**src/pdt_pkg.sv**
```systemverilog
`default_nettype none
package pdt_pkg;

  // ----------------------------------------------------------------
  // Widths
  // ----------------------------------------------------------------
  localparam int PDT_DATA_W = 32;
  localparam int PDT_ADDR_W = 8;
  localparam int PDT_CNT_W  = 24;
  localparam int PDT_PRE_W  = 5;
  localparam int PDT_SYNC_W = 3;

  // ----------------------------------------------------------------
  // Register byte offsets
  // ----------------------------------------------------------------
  localparam logic [PDT_ADDR_W-1:0] PDT_OFS_CTRL    = 8'h00;
  localparam logic [PDT_ADDR_W-1:0] PDT_OFS_STATUS  = 8'h04;
  localparam logic [PDT_ADDR_W-1:0] PDT_OFS_PRELOAD = 8'h08;
  localparam logic [PDT_ADDR_W-1:0] PDT_OFS_COUNT   = 8'h0C;
  localparam logic [PDT_ADDR_W-1:0] PDT_OFS_VECTOR  = 8'h10;
  localparam logic [PDT_ADDR_W-1:0] PDT_OFS_PORTC   = 8'h14;

  // ----------------------------------------------------------------
  // Reset values and counter constants
  // ----------------------------------------------------------------
  localparam logic [7:0]           PDT_CTRL_RST   = 8'h00;
  localparam logic [7:0]           PDT_VECTOR_RST = 8'h0F;
  localparam logic [7:0]           PDT_PORTC_RST  = 8'h00;
  localparam logic [PDT_CNT_W-1:0] PDT_CNT_ZERO   = 24'h000000;
  localparam logic [PDT_CNT_W-1:0] PDT_CNT_ONE    = 24'h000001;
  localparam logic [PDT_PRE_W-1:0] PDT_PRE_TOP    = 5'h1F;
  localparam logic [PDT_PRE_W-1:0] PDT_PRE_ZERO   = 5'h00;
  localparam logic [PDT_PRE_W-1:0] PDT_PRE_ONE    = 5'h01;

  // ----------------------------------------------------------------
  // Pin modes (control bits 7-5) and clock selects (bits 2-1)
  // ----------------------------------------------------------------
  localparam logic [1:0] PDT_PIN_PORT        = 2'h0;
  localparam logic [1:0] PDT_PIN_SQUARE      = 2'h1;
  localparam logic [2:0] PDT_PIN_IRQ_OFF_VEC = 3'h4;
  localparam logic [2:0] PDT_PIN_IRQ_VEC     = 3'h5;
  localparam logic [2:0] PDT_PIN_IRQ_OFF_AUT = 3'h6;
  localparam logic [2:0] PDT_PIN_IRQ_AUTO    = 3'h7;

  localparam logic [1:0] PDT_CS_SYS     = 2'h0;
  localparam logic [1:0] PDT_CS_GATE    = 2'h1;
  localparam logic [1:0] PDT_CS_EXT_PRE = 2'h2;
  localparam logic [1:0] PDT_CS_EXT     = 2'h3;

  // ----------------------------------------------------------------
  // Synchroniser lanes and port C register fields
  // ----------------------------------------------------------------
  localparam int               PDT_SYNC_TIN = 0;
  localparam int               PDT_SYNC_ACK = 1;
  localparam int               PDT_SYNC_C3  = 2;
  localparam logic [2:0]       PDT_SYNC_RST = 3'h2;
  localparam int               PDT_PC_C2    = 0;
  localparam int               PDT_PC_C3    = 1;
  localparam int               PDT_PC_C7    = 2;
  localparam int               PDT_PC_DIR   = 4;
  localparam int               PDT_PC_PIN   = 8;
  localparam int               PDT_ST_FLAG  = 0;

  // ----------------------------------------------------------------
  // Types
  // ----------------------------------------------------------------
  typedef struct packed {
    logic [2:0] pin_mode;
    logic       rollover;
    logic       unused;
    logic [1:0] clk_sel;
    logic       enable;
  } pdt_ctrl_type;

  typedef struct packed {
    logic o;
    logic oe;
  } pdt_drive_type;

endpackage : pdt_pkg
`default_nettype wire

```
**src/pdt_sync.sv**
```systemverilog
`timescale 1ns/1ps
`default_nettype none
module pdt_sync
  import pdt_pkg::*;
#(
  parameter int                     WIDTH   = PDT_SYNC_W,
  parameter logic [PDT_SYNC_W-1:0]  RST_VAL = PDT_SYNC_RST
) (
  input  wire logic             clk_i,
  input  wire logic             rst_b_i,
  input  wire logic [WIDTH-1:0] d_i,
  output var  logic [WIDTH-1:0] q_o
);

  // ----------------------------------------------------------------
  // Two flop synchroniser per lane
  // ----------------------------------------------------------------
  genvar gi;
  generate
    for (gi = 0; gi < WIDTH; gi++) begin : g_lane
      logic meta_reg;
      logic meta_next;
      logic sync_next;

      always_comb begin
        meta_next = d_i[gi];
        sync_next = meta_reg;
      end

      always_ff @(posedge clk_i) begin
        if (!rst_b_i) begin
          meta_reg  <= RST_VAL[gi];
          q_o[gi]   <= RST_VAL[gi];
        end else begin
          meta_reg  <= meta_next;
          q_o[gi]   <= sync_next;
        end
      end
    end
  endgenerate

endmodule : pdt_sync
`default_nettype wire

```
**src/pdt_prescaler.sv**
```systemverilog
`timescale 1ns/1ps
`default_nettype none
module pdt_prescaler
  import pdt_pkg::*;
(
  input  wire logic clk_i,
  input  wire logic rst_b_i,
  input  wire logic step_i,
  output var  logic wrap_o
);

  // ----------------------------------------------------------------
  // Five bit down counter, wraps 00 to 1F
  // ----------------------------------------------------------------
  logic [PDT_PRE_W-1:0] pre_reg;
  logic [PDT_PRE_W-1:0] pre_next;

  always_comb begin
    pre_next = pre_reg;
    wrap_o   = 1'b0;
    if (step_i) begin
      if (pre_reg == PDT_PRE_ZERO) begin
        pre_next = PDT_PRE_TOP;
        wrap_o   = 1'b1;
      end else begin
        pre_next = pre_reg - PDT_PRE_ONE;
      end
    end
  end

  always_ff @(posedge clk_i) begin
    if (!rst_b_i) begin
      pre_reg <= PDT_PRE_TOP;
    end else begin
      pre_reg <= pre_next;
    end
  end

endmodule : pdt_prescaler
`default_nettype wire

```
**src/pdt_timer.sv**
```systemverilog
`timescale 1ns/1ps
`default_nettype none
// How it works
// - Modes 00X: output and acknowledge pins are plain port lines.
// - Modes 01X: output toggles on zero detect when running, high halted.
// - Mode 100: request pin floats; acknowledge gets no vector, no ack.
// - Mode 101: request low while flag set; acknowledge answered.
// - Mode 110: request pin floats; acknowledge pin is a port line.
// - Mode 111: request low while flag set; acknowledge pin port line.
// - Bit 4 clear: reload from preload on first tick after zero.
// - Bit 4 set: counter wraps to all ones and keeps counting.
// - Control bit 3 has no function and reads as 0.
// - Select 00: prescaler from system clock, counter steps on wrap.
// - Select 01: as 00, but runs only while input pin high.
// - Select 10: prescaler steps on synchronised input rising edges.
// - Select 11: counter steps on synchronised input rising edges.
// - Bit 0 enables the timer; with gating it picks run or halt.
// - Control register always read/write, cleared to zero in reset.
// - Flag sets when the counter steps from one to zero.
// - Writing 1 to status bit 0 clears the flag.
// - Halt clears the flag; clearing beats a simultaneous set.
module pdt_timer
  import pdt_pkg::*;
(
  input  wire logic                  clk_i,
  input  wire logic                  rst_b_i,
  input  wire logic [PDT_ADDR_W-1:0] avs_address_i,
  input  wire logic                  avs_read_i,
  input  wire logic                  avs_write_i,
  input  wire logic [PDT_DATA_W-1:0] avs_writedata_i,
  input  wire logic [3:0]            avs_byteenable_i,
  output var  logic [PDT_DATA_W-1:0] avs_readdata_o,
  output var  logic                  avs_waitrequest_o,
  input  wire logic                  dual_pin_c2_i,
  output var  logic                  dual_pin_c2_o,
  output var  logic                  dual_pin_c2_oe_o,
  input  wire logic                  dual_pin_c3_i,
  output var  logic                  dual_pin_c3_o,
  output var  logic                  dual_pin_c3_oe_o,
  input  wire logic                  dual_pin_c7_i,
  output var  logic                  dual_pin_c7_o,
  output var  logic                  dual_pin_c7_oe_o,
  output var  logic                  bus_transfer_ack_o,
  output var  logic [7:0]            int_vector_o
);

  // ----------------------------------------------------------------
  // Declarations
  // ----------------------------------------------------------------
  pdt_ctrl_type          timer_control_reg;
  pdt_ctrl_type          timer_control_next;
  logic [PDT_CNT_W-1:0]  preload_reg;
  logic [PDT_CNT_W-1:0]  preload_next;
  logic [7:0]            vector_reg;
  logic [7:0]            vector_next;
  logic [7:0]            portc_reg;
  logic [7:0]            portc_next;
  logic [PDT_DATA_W-1:0] rdata_reg;
  logic [PDT_DATA_W-1:0] rdata_next;
  logic                  wait_reg;
  logic                  wait_next;

  logic [PDT_CNT_W-1:0]  count_reg;
  logic [PDT_CNT_W-1:0]  count_next;
  logic                  zero_detect_flag_reg;
  logic                  zero_detect_flag_next;
  logic                  timer_output_pin_level_reg;
  logic                  timer_output_pin_level_next;
  logic                  tin_prev_reg;
  logic                  tin_prev_next;

  pdt_drive_type         c2_reg;
  pdt_drive_type         c2_next;
  pdt_drive_type         c3_reg;
  pdt_drive_type         c3_next;
  pdt_drive_type         c7_reg;
  pdt_drive_type         c7_next;
  logic                  ack_reg;
  logic                  ack_next;
  logic [7:0]            ivec_reg;
  logic [7:0]            ivec_next;

  logic [PDT_SYNC_W-1:0] sync_q;
  logic                  tin_sync;
  logic                  ack_sync;
  logic                  tin_rise;
  logic                  running;
  logic                  pre_step;
  logic                  pre_wrap;
  logic                  tick;
  logic                  zero_event;
  logic                  access;
  logic                  wr_en;
  logic                  status_clear;

  // ----------------------------------------------------------------
  // Pin synchronisers and prescaler
  // ----------------------------------------------------------------
  pdt_sync #(
    .WIDTH   (PDT_SYNC_W),
    .RST_VAL (PDT_SYNC_RST)
  ) u_sync (
    .clk_i   (clk_i),
    .rst_b_i (rst_b_i),
    .d_i     ({dual_pin_c3_i, dual_pin_c7_i, dual_pin_c2_i}),
    .q_o     (sync_q)
  );

  pdt_prescaler u_pre (
    .clk_i   (clk_i),
    .rst_b_i (rst_b_i),
    .step_i  (pre_step),
    .wrap_o  (pre_wrap)
  );

  // ----------------------------------------------------------------
  // Run state and counting clock
  // ----------------------------------------------------------------
  always_comb begin
    tin_sync = sync_q[PDT_SYNC_TIN];
    ack_sync = sync_q[PDT_SYNC_ACK];
    tin_rise = tin_sync & ~tin_prev_reg;
    running  = timer_control_reg.enable;
    if (timer_control_reg.clk_sel == PDT_CS_GATE) begin
      running = timer_control_reg.enable & tin_sync;
    end
    pre_step = 1'b0;
    tick     = 1'b0;
    if (running) begin
      unique case (timer_control_reg.clk_sel)
        PDT_CS_SYS, PDT_CS_GATE: begin
          pre_step = 1'b1;
          tick     = pre_wrap;
        end
        PDT_CS_EXT_PRE: begin
          pre_step = tin_rise;
          tick     = pre_wrap;
        end
        PDT_CS_EXT: begin
          tick     = tin_rise;
        end
      endcase
    end
    zero_event = tick & (count_reg == PDT_CNT_ONE);
  end

  // ----------------------------------------------------------------
  // Counter, flag and square wave
  // ----------------------------------------------------------------
  always_comb begin
    count_next            = count_reg;
    zero_detect_flag_next = zero_detect_flag_reg;
    timer_output_pin_level_next       = timer_output_pin_level_reg;
    tin_prev_next         = tin_sync;
    if (tick) begin
      if (count_reg == PDT_CNT_ZERO && !timer_control_reg.rollover) begin
        count_next = preload_reg;
      end else begin
        count_next = count_reg - PDT_CNT_ONE;
      end
    end
    if (zero_event) begin
      zero_detect_flag_next = 1'b1;
      timer_output_pin_level_next       = ~timer_output_pin_level_reg;
    end
    if (!running || status_clear) begin
      zero_detect_flag_next = 1'b0;
    end
    if (!running) begin
      timer_output_pin_level_next = 1'b1;
    end
  end

  always_ff @(posedge clk_i) begin
    if (!rst_b_i) begin
      count_reg            <= PDT_CNT_ZERO;
      zero_detect_flag_reg <= 1'b0;
      timer_output_pin_level_reg       <= 1'b1;
      tin_prev_reg         <= 1'b0;
    end else begin
      count_reg            <= count_next;
      zero_detect_flag_reg <= zero_detect_flag_next;
      timer_output_pin_level_reg       <= timer_output_pin_level_next;
      tin_prev_reg         <= tin_prev_next;
    end
  end

  // ----------------------------------------------------------------
  // Dual function pins and acknowledge response
  // ----------------------------------------------------------------
  always_comb begin
    c2_next.o  = portc_reg[PDT_PC_C2];
    c2_next.oe = portc_reg[PDT_PC_DIR+PDT_PC_C2];
    c3_next.o  = portc_reg[PDT_PC_C3];
    c3_next.oe = portc_reg[PDT_PC_DIR+PDT_PC_C3];
    c7_next.o  = portc_reg[PDT_PC_C7];
    c7_next.oe = portc_reg[PDT_PC_DIR+PDT_PC_C7];
    ack_next   = 1'b0;
    ivec_next  = 8'h00;
    if (timer_control_reg.clk_sel != PDT_CS_SYS) begin
      c2_next.oe = 1'b0;
    end
    if (timer_control_reg.pin_mode[2:1] == PDT_PIN_SQUARE) begin
      c3_next.o  = timer_output_pin_level_reg;
      c3_next.oe = 1'b1;
    end else if (timer_control_reg.pin_mode[2]) begin
      c3_next.o  = 1'b0;
      c3_next.oe = 1'b0;
      if (timer_control_reg.pin_mode[0]) begin
        c3_next.oe = zero_detect_flag_reg;
      end
      if (!timer_control_reg.pin_mode[1]) begin
        c7_next.oe = 1'b0;
      end
    end
    if (timer_control_reg.pin_mode == PDT_PIN_IRQ_VEC && !ack_sync) begin
      ack_next  = 1'b1;
      ivec_next = vector_reg;
    end
  end

  always_ff @(posedge clk_i) begin
    if (!rst_b_i) begin
      c2_reg  <= '0;
      c3_reg  <= '0;
      c7_reg  <= '0;
      ack_reg <= 1'b0;
      ivec_reg <= 8'h00;
    end else begin
      c2_reg  <= c2_next;
      c3_reg  <= c3_next;
      c7_reg  <= c7_next;
      ack_reg <= ack_next;
      ivec_reg <= ivec_next;
    end
  end

  // ----------------------------------------------------------------
  // Avalon slave, one wait cycle per access
  // ----------------------------------------------------------------
  always_comb begin
    access             = avs_read_i | avs_write_i;
    wr_en              = avs_write_i & ~wait_reg;
    status_clear       = wr_en && avs_address_i == PDT_OFS_STATUS &&
                         avs_byteenable_i[0] &&
                         avs_writedata_i[PDT_ST_FLAG];
    wait_next          = ~(access & wait_reg);
    rdata_next         = rdata_reg;
    timer_control_next = timer_control_reg;
    preload_next       = preload_reg;
    vector_next        = vector_reg;
    portc_next         = portc_reg;
    if (access && wait_reg) begin
      rdata_next = '0;
      unique case (avs_address_i)
        PDT_OFS_CTRL: begin
          rdata_next[7:0] = timer_control_reg;
          rdata_next[3]   = 1'b0;
        end
        PDT_OFS_STATUS:  rdata_next[PDT_ST_FLAG] = zero_detect_flag_reg;
        PDT_OFS_PRELOAD: rdata_next[PDT_CNT_W-1:0] = preload_reg;
        PDT_OFS_COUNT:   rdata_next[PDT_CNT_W-1:0] = count_reg;
        PDT_OFS_VECTOR:  rdata_next[7:0] = vector_reg;
        PDT_OFS_PORTC: begin
          rdata_next[7:0]              = portc_reg;
          rdata_next[PDT_PC_PIN+PDT_PC_C2] = tin_sync;
          rdata_next[PDT_PC_PIN+PDT_PC_C3] = c3_reg.oe ? c3_reg.o
                                                        : sync_q[PDT_SYNC_C3];
          rdata_next[PDT_PC_PIN+PDT_PC_C7] = ack_sync;
        end
        default: rdata_next = '0;
      endcase
    end
    if (wr_en && avs_byteenable_i[0]) begin
      unique case (avs_address_i)
        PDT_OFS_CTRL: begin
          timer_control_next        = avs_writedata_i[7:0];
          timer_control_next.unused = 1'b0;
        end
        PDT_OFS_VECTOR: vector_next = avs_writedata_i[7:0];
        PDT_OFS_PORTC:  portc_next  = avs_writedata_i[7:0];
        default: ;
      endcase
    end
    if (wr_en && avs_address_i == PDT_OFS_PRELOAD) begin
      for (int b = 0; b < 3; b++) begin
        if (avs_byteenable_i[b]) begin
          preload_next[b*8 +: 8] = avs_writedata_i[b*8 +: 8];
        end
      end
    end
  end

  always_ff @(posedge clk_i) begin
    if (!rst_b_i) begin
      timer_control_reg <= PDT_CTRL_RST;
      preload_reg       <= PDT_CNT_ZERO;
      vector_reg        <= PDT_VECTOR_RST;
      portc_reg         <= PDT_PORTC_RST;
      rdata_reg         <= '0;
      wait_reg          <= 1'b1;
    end else begin
      timer_control_reg <= timer_control_next;
      preload_reg       <= preload_next;
      vector_reg        <= vector_next;
      portc_reg         <= portc_next;
      rdata_reg         <= rdata_next;
      wait_reg          <= wait_next;
    end
  end

  // ----------------------------------------------------------------
  // Outputs
  // ----------------------------------------------------------------
  always_comb begin
    avs_readdata_o     = rdata_reg;
    avs_waitrequest_o  = wait_reg;
    dual_pin_c2_o      = c2_reg.o;
    dual_pin_c2_oe_o   = c2_reg.oe;
    dual_pin_c3_o      = c3_reg.o;
    dual_pin_c3_oe_o   = c3_reg.oe;
    dual_pin_c7_o      = c7_reg.o;
    dual_pin_c7_oe_o   = c7_reg.oe;
    bus_transfer_ack_o = ack_reg;
    int_vector_o       = ivec_reg;
  end

endmodule : pdt_timer
`default_nettype wire

```
**config.mk**
```make
export PLATFORM = sky130hd
export DESIGN_NAME = pdt_timer
export DESIGN_NICKNAME = d
export VERILOG_FILES = /design/src/pdt_pkg.sv /design/src/pdt_sync.sv /design/src/pdt_prescaler.sv /design/src/pdt_timer.sv
export SDC_FILE = /design/constraint.sdc
export NUM_CORES = 1
export LEC_CHECK = 0
export BUFFER_PORTS_ARGS = -buffer_cell sky130_fd_sc_hd__buf_2
export CAP_MARGIN = 10
export CORE_MARGIN = 2
export CORE_UTILIZATION = 45
export DETAILED_ROUTE_END_ITERATION = 10
export PLACE_DENSITY = 0.76
export SYNTH_ARGS = -nofsm -noshare
export SYNTH_HDL_FRONTEND = slang
export SYNTH_SLANG_ARGS = --single-unit
```
**constraint.sdc**
```tcl
create_clock -name clk_i -period 3.95 [get_ports clk_i]
set_input_delay 0 -clock clk_i [delete_from_list [all_inputs] [get_ports clk_i]]
set_output_delay 0 -clock clk_i [all_outputs]
set_load 0.05 [all_outputs]
```
==> qor.yml <==
wl_per_cell_um: 16.54
min_path_type: "input port to flip-flop"
grt-busiest-layer: "met2"
fillers: 1076
die_y_um: 117.1
cts_num_sinks: 125
fp-row-count: 41
die_w_um: 117.1
use_met3_pct: 4.119
crit_fanout: 12
maxSlewViolCount: 0
worstHoldPathCells: 4
synthArstFlopShare_pct: 0
multi_input_area_um2: 2979
numPortBuffers: 81
cap_violations: 0
ys_warn_count: 0
first_iter_violations: 586
overflow: 0
clock_path_buffers: 2
synth_top_family_by_area: "simple AND/OR/NAND/NOR gates"
vias_per_cell: 5.632
diodes: 0
period_minus_slack_ns: 2.683
end_kind: "flip-flop"
ys_ff_latch: 125
cts_resized: 0
post-place-cells: 877
grt_pass1_vias: 5046
required_ns: 4.23
hold_start: "avs_byteenable_i[2]"
synthesis.area_um2: 5753
place_ws_ns: 1.360
drc_errors: 0
rsz0062_at_grt: "no"
grt_usage_pct: 23.21
drive_gt1_share_pct: 18.90
syn_to_final_growth_pct: 23.81
seq_area_frac_synth_pct: 43.50
drt-pass1-iter-count: 5
drtAntennaViolNets: 0
grt_pass1_wl_um: 24840
reg2reg_from: "count_reg[13]$_SDFFE_PN0P_"
synth_xor_area_share_pct: 0.6090
synthAdderAreaFrac_pct: 1.087
grt_use_met2_pct: 39.65
arrival_ns: 2.97
synthCells: 659
hold_viol: 0
clock_latency_ns: 0.42
ir_drop_mv: 0.2865
power_density_nw_per_um2: 434.7
via_count: 5288
tightestPinTransition_ns: 1.035
core_um2: 12570
ys_top_cells_by_area: "dfxtp_1, mux2i_1, nand2_1"
start_kind: "flip-flop"
synth_flop_cell: "dfxtp_1"
fin_crit_sh_pct: 67.92
setup_violations: 0
dp_hpwl_um: 10390
h-tree-depth: 4
maxSlewHeadroom_pct: 30.45
yosys.area.top_type_share_pct: 43.50
yosys.area_share.simple_pct: 25.01
cts_root_buf: "clkbuf_16"
nets: 810
p_leak_nw: 2.983
status: "finished, final reports clean"
yosysUniqueCellTypes: 60
synth_mux_area_share_pct: 7.895
seq_area_um2: 2502
cts_tree: "built"
clk_pin_slew_worst_paths_ns: 0.06
cts_buffers: 17
fmax_mhz: 372.7
synth_edf_count: 0
setup_slack_ns: 1.267
ff2ff_path_depth: 5
hold_end: "preload_reg[21]$_SDFFE_PN0P_"
r2r_slack_ns: 1.27
start_util_pct: 45.77
grt_max_degree: 38
synth_compound_area_share_pct: 16.46
dieArea_um2: 13710
criticalPathCategory: "flip-flop to flip-flop"
rr_endpoint: "count_reg[16]$_SDFFE_PN0P_"
post-synth-top-area-cell: "dfxtp_1"
skew_ns: 0.007901
met1_usage_pct: 28.93
wirelength_um: 15530
fin_tns_setup_ns: 0
ios: 99
final_cell_count_no_fill: 939
syn_avg_cell_area_um2: 8.730
place.gp.congestion: 0.8936
grt_antenna_before_repair: 0
==> cells by family (layout without fill, tap and decap cells) <==
| kind of cell | after synthesis | after routing |
|---|---|---|
| muxes | 44 | 44 |
| adders and majority gates | 5 | 5 |
| AOI/OAI and AO/OA | 140 | 140 |
| DFF | 125 | 125 |
| buffers and inverters | 64 | 165 |
| and+or+nand+nor | 276 | 276 |
| other | 1 | 8 |
| xor gates and xnor gates | 4 | 4 |
==> power by group <==
| part | internal [W] | switching, W |
|---|---|---|
| Sequential | 0.00128 | 0.00000978 |
| Combinational | 0.0000708 | 0.000158 |
| Clock | 0.000949 | 0.000629 |
==> critical path, cell delays in order, from the launching register on <==
cell,delay [ns]
dfxtp_1,0.38
nor4_1,0.53
nand4_2,0.32
nor2_1,0.77
nor3_1,0.13
a2111oi_0,0.42
==> final cells by class <==
| cell class | instances | share of cell area [%] |
|---|---|---|
| well taps | 172 | 3.021 |
| clock buffers | 17 | 5.972 |
| clock inverters | 15 | 2.459 |
| inverters | 12 | 0.6324 |
| repair buffers | 121 | 10.96 |
| flip-flops and latches | 125 | 35.13 |
| multi-input cells | 477 | 41.82 |
==> worst max path at each step <==
stage / from / endpoint / slack [ns] / cells after the start
2_1_floorplan: count_reg[13]$_SDFFE_PN0P_ / count_reg[11]$_SDFFE_PN0P_ / 1.89 / 9
6_report: count_reg[13]$_SDFFE_PN0P_ / count_reg[16]$_SDFFE_PN0P_ / 1.27 / 5
3_5_place_dp: count_reg[13]$_SDFFE_PN0P_ / count_reg[11]$_SDFFE_PN0P_ / 1.36 / 6
4_1_cts: count_reg[13]$_SDFFE_PN0P_ / count_reg[16]$_SDFFE_PN0P_ / 1.28 / 5
5_1_grt: count_reg[13]$_SDFFE_PN0P_ / count_reg[16]$_SDFFE_PN0P_ / 1.09 / 5
3_3_place_gp: count_reg[13]$_SDFFE_PN0P_ / count_reg[11]$_SDFFE_PN0P_ / 1.40 / 6
==> synthesized netlist by cell type (3+ instances only) <==
library cell  number
a22oi_1           11
a21o_1             3
nor2_1            66
mux2_2             7
or3_1              7
nor4_1             6
buf_4              8
nand4b_1           4
a211oi_1          11
dfxtp_1          125
o211a_1            3
a21oi_1           41
buf_2              7
mux2i_1           36
clkbuf_1          31
a221oi_1          19
and2_1            16
inv_1             11
nand2b_1           7
nor4_4             5
nor2b_1            5
nand2_1           69
o21a_1             8
xor2_1             3
or4_1              3
o22ai_1           14
buf_6              4
ha_1               5
o21ai_0           12
nor3_1            35
a31oi_1            3
nand3_1           36
==> per-stage QoR <==
step                instance area (um2)  utilization, %  hold WS (ns)  total power (W)
floorplan                          5779               -        0.1015         0.001462
global placement                   6222           49.51        0.1917         0.001518
detailed placement                 6222           49.51        0.1955         0.001521
finish                             7123           56.68        0.1141         0.003097
CTS                                7123           56.68        0.1082         0.003104
global route                       7123           56.68        0.1456         0.003174
==> routing by layer <==
layer  share of wire [%]  vias up
met5                   0        -
met1                  42     2456
li1                    -     2556
met3                 6.7       43
met2                  48      233
met4                 2.7        0
==> cells in the final DEF (no fill, tap or decap), drive strengths merged, types with 7 or more instances in the layout <==
cell	n
inv	19
clkbuf	17
nor2	66
a221oi	19
o21a	8
nor4	12
a211oi	11
mux2	8
mux2i	36
nor3	35
dfxtp	125
a21oi	41
o22ai	15
nand2	69
or3	7
nand2b	7
dlygate4sd3	30
nand3	38
o21ai	14
buf	91
and2	16
a22oi	11
conb	8
==> what timing repair did <==
item / in CTS / in global routing
hold endpoints to repair: 54 / 0
buffers inserted: 0 / 0
hold buffers: 30 / 0
Power figures use the tool's default switching activity.
